### config.mk
export PLATFORM = sky130hd
export DESIGN_NAME = crl_ladder_ctrl
export DESIGN_NICKNAME = d
export VERILOG_FILES = /design/src/design/crl_pkg.sv /design/src/design/crl_sync.sv /design/src/design/crl_ladder_ctrl.sv
export SDC_FILE = /design/constraint.sdc
export NUM_CORES = 1
export LEC_CHECK = 0
export BUFFER_PORTS_ARGS = -buffer_cell sky130_fd_sc_hd__clkbuf_2
export CORE_ASPECT_RATIO = 1.2
export CORE_MARGIN = 2
export CORE_UTILIZATION = 36
export CTS_BUF_LIST = sky130_fd_sc_hd__clkbuf_2 sky130_fd_sc_hd__clkbuf_4 sky130_fd_sc_hd__clkbuf_8
export CTS_CLUSTER_DIAMETER = 120
export DETAILED_ROUTE_END_ITERATION = 8
export GPL_ROUTABILITY_DRIVEN = 0
export GPL_TIMING_DRIVEN = 0
export PLACE_DENSITY_LB_ADDON = 0.3
export SKIP_CTS_REPAIR_TIMING = 1
export SLEW_MARGIN = 20
export SYNTH_ARGS = -nofsm -noshare
export SYNTH_HDL_FRONTEND = slang
export SYNTH_HIERARCHICAL = 1
export SYNTH_SLANG_ARGS = --single-unit
### constraint.sdc
create_clock -name pclk -period 1.1 [get_ports pclk]
set_input_delay 0.165 -clock pclk [delete_from_list [all_inputs] [get_ports pclk]]
set_output_delay 0.165 -clock pclk [all_outputs]
set_load 0.02 [all_outputs]
### src/design/crl_pkg.sv
/*
 * package for the comparator reference ladder control block:
 * register offsets, field positions, reset values.
 * assumes a 32-bit apb bus with word-aligned registers.
 */
package crl_pkg;

    // ==========================================================
    // register offsets (byte addresses)
    localparam logic [7:0] CRL_OFF_LADDER_CTRL = 8'h00;
    localparam logic [7:0] CRL_OFF_CMP_CTRL    = 8'h04;

    // ==========================================================
    // reference_ladder_control fields
    localparam int CRL_POS_ENABLE = 7;
    localparam int CRL_POS_UNUSED = 6;
    localparam int CRL_POS_RANGE  = 5;
    localparam int CRL_POS_SOURCE = 4;
    localparam int CRL_POS_LEVEL  = 0;
    localparam int CRL_LEVEL_W    = 4;

    // writable bits: all but bit 6
    localparam logic [7:0] CRL_LADDER_WMASK = 8'hbf;
    localparam logic [7:0] CRL_LADDER_RESET = 8'h00;

    // ==========================================================
    // comparator_control fields
    localparam int CRL_POS_CMP_EN  = 0;
    localparam int CRL_CMP_EN_W    = 3;
    localparam int CRL_POS_CMP_OUT = 5;
    localparam int CRL_CMP_OUT_W   = 3;
    localparam logic [2:0] CRL_CMP_EN_RESET = 3'h0;

endpackage

### src/design/crl_sync.sv
/*
 * two-flop synchroniser, one generate copy per bit.
 * assumes the input is asynchronous to pclk.
 */
`timescale 1ns/1ps
module crl_sync #(
    parameter int W = 3
) (
    input  wire logic         pclk,
    input  wire logic         presetn,
    input  wire logic [W-1:0] d,
    output logic      [W-1:0] q
);
    logic [W-1:0] meta;

    // ==========================================================
    // per-bit double flop
    for (genvar i = 0; i < W; i++) begin : g_bit
        always_ff @(posedge pclk or negedge presetn) begin
            if (!presetn) begin
                meta[i] <= 1'b0;
                q[i]    <= 1'b0;
            end else begin
                meta[i] <= d[i];
                q[i]    <= meta[i];
            end
        end
    end
endmodule // crl_sync

### src/design/crl_ladder_ctrl.sv
/*
 * apb register bank driving the comparator reference ladder controls,
 * plus the comparator control register it sits beside.
 * assumes apb master keeps psel/penable protocol; comparator outputs
 * arrive asynchronously from the analog block.
 */
// Contract
// - bit 7 powers ladder on or off
// - bit 5 picks low or high range
// - bit 4 picks external or analog supply
// - bits 3-0 accept any level 0-15
// - bit 6 reads zero, ignores writes
// - reset clears enable, range, level
// - sleep wake leaves register unchanged
`timescale 1ns/1ps
module crl_ladder_ctrl
    import crl_pkg::*;
(
    input  wire logic        pclk,
    input  wire logic        presetn,
    input  wire logic        psel,
    input  wire logic        penable,
    input  wire logic        pwrite,
    input  wire logic [7:0]  paddr,
    input  wire logic [31:0] pwdata,
    input  wire logic [3:0]  pstrb,
    output logic      [31:0] prdata,
    output logic             pready,
    output logic             pslverr,
    input  wire logic [2:0]  cmp_out_async,
    output logic             ladder_power_enable,
    output logic             range_select,
    output logic             supply_source_select,
    output logic      [3:0]  level_code,
    output logic      [2:0]  cmp_enable
);

    // ==========================================================
    // bus decode
    logic        access;
    logic        wr;
    logic        hit_ladder;
    logic        hit_cmp;
    logic [7:0]  ladder_reg;
    logic [7:0]  next_ladder;
    logic [2:0]  cmp_out;

    assign access     = psel && penable;
    assign wr         = access && pwrite && pstrb[0];
    assign hit_ladder = (paddr == CRL_OFF_LADDER_CTRL);
    assign hit_cmp    = (paddr == CRL_OFF_CMP_CTRL);
    assign pready     = 1'b1;
    assign pslverr    = access && !hit_ladder && !hit_cmp;

    // ==========================================================
    // comparator outputs into pclk domain
    crl_sync #(.W(CRL_CMP_OUT_W)) u_sync (
        .pclk    (pclk),
        .presetn (presetn),
        .d       (cmp_out_async),
        .q       (cmp_out)
    );

    // ==========================================================
    // ladder control register
    // mask out bit 6
    assign next_ladder = pwdata[7:0] & CRL_LADDER_WMASK;

    // only reset or a write changes it
    always_ff @(posedge pclk or negedge presetn) begin
        if (!presetn) begin
            ladder_reg <= CRL_LADDER_RESET;
        end else if (wr && hit_ladder) begin
            ladder_reg <= next_ladder;
        end
    end

    assign ladder_power_enable  = ladder_reg[CRL_POS_ENABLE];
    assign range_select         = ladder_reg[CRL_POS_RANGE];
    assign supply_source_select = ladder_reg[CRL_POS_SOURCE];
    assign level_code = ladder_reg[CRL_POS_LEVEL +: CRL_LEVEL_W];

    // ==========================================================
    // comparator control register
    always_ff @(posedge pclk or negedge presetn) begin
        if (!presetn) begin
            cmp_enable <= CRL_CMP_EN_RESET;
        end else if (wr && hit_cmp) begin
            cmp_enable <= pwdata[CRL_POS_CMP_EN +: CRL_CMP_EN_W];
        end
    end

    // ==========================================================
    // read data, registered during setup phase
    always_ff @(posedge pclk or negedge presetn) begin
        if (!presetn) begin
            prdata <= 32'h0000_0000;
        end else if (psel && !penable && !pwrite) begin
            if (paddr == CRL_OFF_LADDER_CTRL) begin
                prdata <= {24'h00_0000, ladder_reg};
            end else if (paddr == CRL_OFF_CMP_CTRL) begin
                prdata <= {24'h00_0000, cmp_out, 2'h0, cmp_enable};
            end else begin
                prdata <= 32'h0000_0000;
            end
        end
    end
endmodule // crl_ladder_ctrl

==> out/qor.csv <==
stage,metric,value,unit
status,status,"finished, violations left",
status,violations,setup timing,
final_layout,diodes,0,
sta,fin_worst_skew,0.00168,ns
routing,drt_first_pass_iters,3,
final_layout,syn_to_final_growth,45.4,%
synthesis,seq_area_frac_synth,0.512,
routing,wire_per_inst,11.0,um
synthesis,muxShareOfSynthArea,0.148,
synthesis,yosys_register_bits,24,
place,hpwl,1870,um
final_layout,largest_reg_flops,8,
sta,slew_headroom,0.624,
clock_network,path_clk_slew,0.12,ns
floorplanning,design.die.area,3730,um^2
synthesis,yosys.area_share.simple,0.113,
worst_setup_path,crit_type,in -> reg,
power,irDropWorstVdd,0.653,mV
final_layout,layout_commonest_cell,clkbuf_2,
clock_network,cts_buffers,3,
sta,whs,0.0854,ns
routing,drcViolationCount,0,
routing,ant_nets,0,
sta,setup_tns,-3.22,ns
synthesis,synth.distinct_cells,20,
min_path,min_to,ladder_reg[7],
sta,period_needed,1.46,ns
global_routing,grt.overflow.total,0,
min_path,hp-start,pwdata[7],
job,maxCapViolCount,0,
worst_setup_path,rr_worst_depth,3,
clock_network,cts_tree,yes,
final_layout,final_cell_mix,"37 x clkbuf_2, 28 x buf_4, 25 x conb_1, 24 x dfrtp_1, 10 x mux2_4",
worst_setup_path,r2r_end,prdata[1],
global_routing,antenna_found_initial,0,
synthesis,synth_xor_area_frac,0,
worst_setup_path,timing.rr.start,cmp_enable[1],
sta,worst_pin_slew,0.563,ns
floorplanning,row_count,22,
routing,viasPerCell,4.25,
floorplanning,io_pins,96,
power,p_leak,0.955,nW
synthesis,syn-cell-area,1170,um^2
sta,fmax,686,MHz
worst_setup_path,cp-start-kind,primary input,
synthesis,synth_top_family_by_area,buffers and inverters,
min_path,whs_path_depth,2,
min_path,worstHoldPathType,in -> reg,
routing,drtIter0Drc,4,
power,p_per_area,958,nW/um^2
worst_setup_path,cp-end-kind,flop,
global_routing,grt_first_pass_wirelength,3590,um
clock_network,cts.sinks,24,
synthesis,yosys_warnings,6,
worst_setup_path,cp_max_fo,3,
place,place_area,1560,um^2
floorplanning,core_area,3080,um^2
final_layout,nNetsFinal,229,
synthesis,synthAdderAreaFrac,0,
worst_setup_path,rrSetupSlack,0.22,ns
place,io_buffers,41,
final_layout,fin_area,1710,um^2
global_routing,grt_pass1_vias,848,
global_routing,grt_usage,0.123,
worst_setup_path,required,1.30,ns
synthesis,synth_cells,99,
final_layout,drive_gt1_frac,0.540,
routing,finalWirelength,2320,um
clock_network,clk_latency,0.30,ns
clock_network,clk_path_buf_depth,2,
floorplanning,die_w,56.1,um
sta,layout_setup_ws,-0.358,ns
routing,vias,902,
sta,maxSlewViolCount,0,
global_routing,grt_max_degree,25,
synthesis,syn_avg_cell_area,11.9,um^2
synthesis,synth_compound_area_frac,0.0469,
sta,hold_violations,0,
sta,setup_viol_count_final,11,
sta,post-route-period-util,1.33,
worst_setup_path,arrival,1.66,ns
clock_network,root_buffer,clkbuf_4,
clock_network,htreeDepth,1,
sta,rsz0062_at_grt,true,
floorplanning,die_y,66.5,um
floorplanning,initial_utilization,0.381,
==> cells by family after synthesis <==
family          Yosys count
flops                    24
other cells               2
compound gates            8
mux                      15
buf+inv                  29
simple gates             21
==> metal layers <==
layer | vias up | global-route usage | wire length, um
met3 | 2 | 0.0252 | 216
met4 | 0 | 0.0446 | 6
met2 | 44 | 0.243 | 1230
met1 | 409 | 0.127 | 866
met5 | - | 0 | 0
li1 | 447 | - | -
==> where the power goes <==
part / internal (mW) / switching (mW)
Clock: 0.202 / 0.243
Combinational: 0.131 / 0.157
Sequential: 0.896 / 0.00547
Total: 1.23 / 0.405
==> worst max-delay path by stage <==
stage / from / end / depth (start not counted)
final: paddr[4] / cmp_enable[1] / 4
after global routing: paddr[4] / cmp_enable[2] / 4
after CTS: paddr[4] / ladder_reg[5] / 4
after detailed placement: paddr[4] / ladder_reg[5] / 4
after global placement: paddr[4] / ladder_reg[4] / 4
after floorplan: paddr[4] / cmp_enable[0] / 3
==> synth_stat cells, drive strengths merged <==
library cell | count | share of area
nand2 | 10 | 0.032
nor4 | 2 | 0.023
or3 | 1 | 0.0053
nand4 | 3 | 0.016
clkbuf | 2 | 0.0064
inv | 1 | 0.0032
and3 | 1 | 0.0053
nor3 | 1 | 0.0043
mux2i | 5 | 0.043
or4 | 2 | 0.019
mux2 | 10 | 0.11
buf | 26 | 0.16
o21ai | 2 | 0.0085
dfrtp | 24 | 0.51
o31ai | 6 | 0.038
or3b | 1 | 0.0075
conb | 2 | 0.0064
==> per-stage QoR <==
| step | instances | setup WS [ns] | total power, mW | util |
|---|---|---|---|---|
| final | 212 | -0.358 | 1.63 | 0.554 |
| after global routing | 212 | -0.346 | 1.71 | 0.554 |
| after CTS | 203 | -0.497 | 1.64 | 0.516 |
| after detailed placement | 199 | -0.838 | 1.19 | 0.504 |
| after global placement | 199 | -0.780 | 1.18 | 0.504 |
| after floorplan | 122 | -0.555 | 1.11 | - |
==> area by class of cell <==
class                      count  area [um^2]
sequential                    24          601
inverter                       1         3.75
timing repair buffer          50          303
buffer                        28          220
tap                           36         45.0
clock buffer                   4         36.3
fill                         302         1380
multi-input combinational     69          498
==> worst max-delay path, cell delays in order <==
cell and delay, ns:
buf_6 0.09, or4_4 0.53, or4_4 0.55, mux2_4 0.32
No activity file was read; power rests on OpenSTA's default activity.
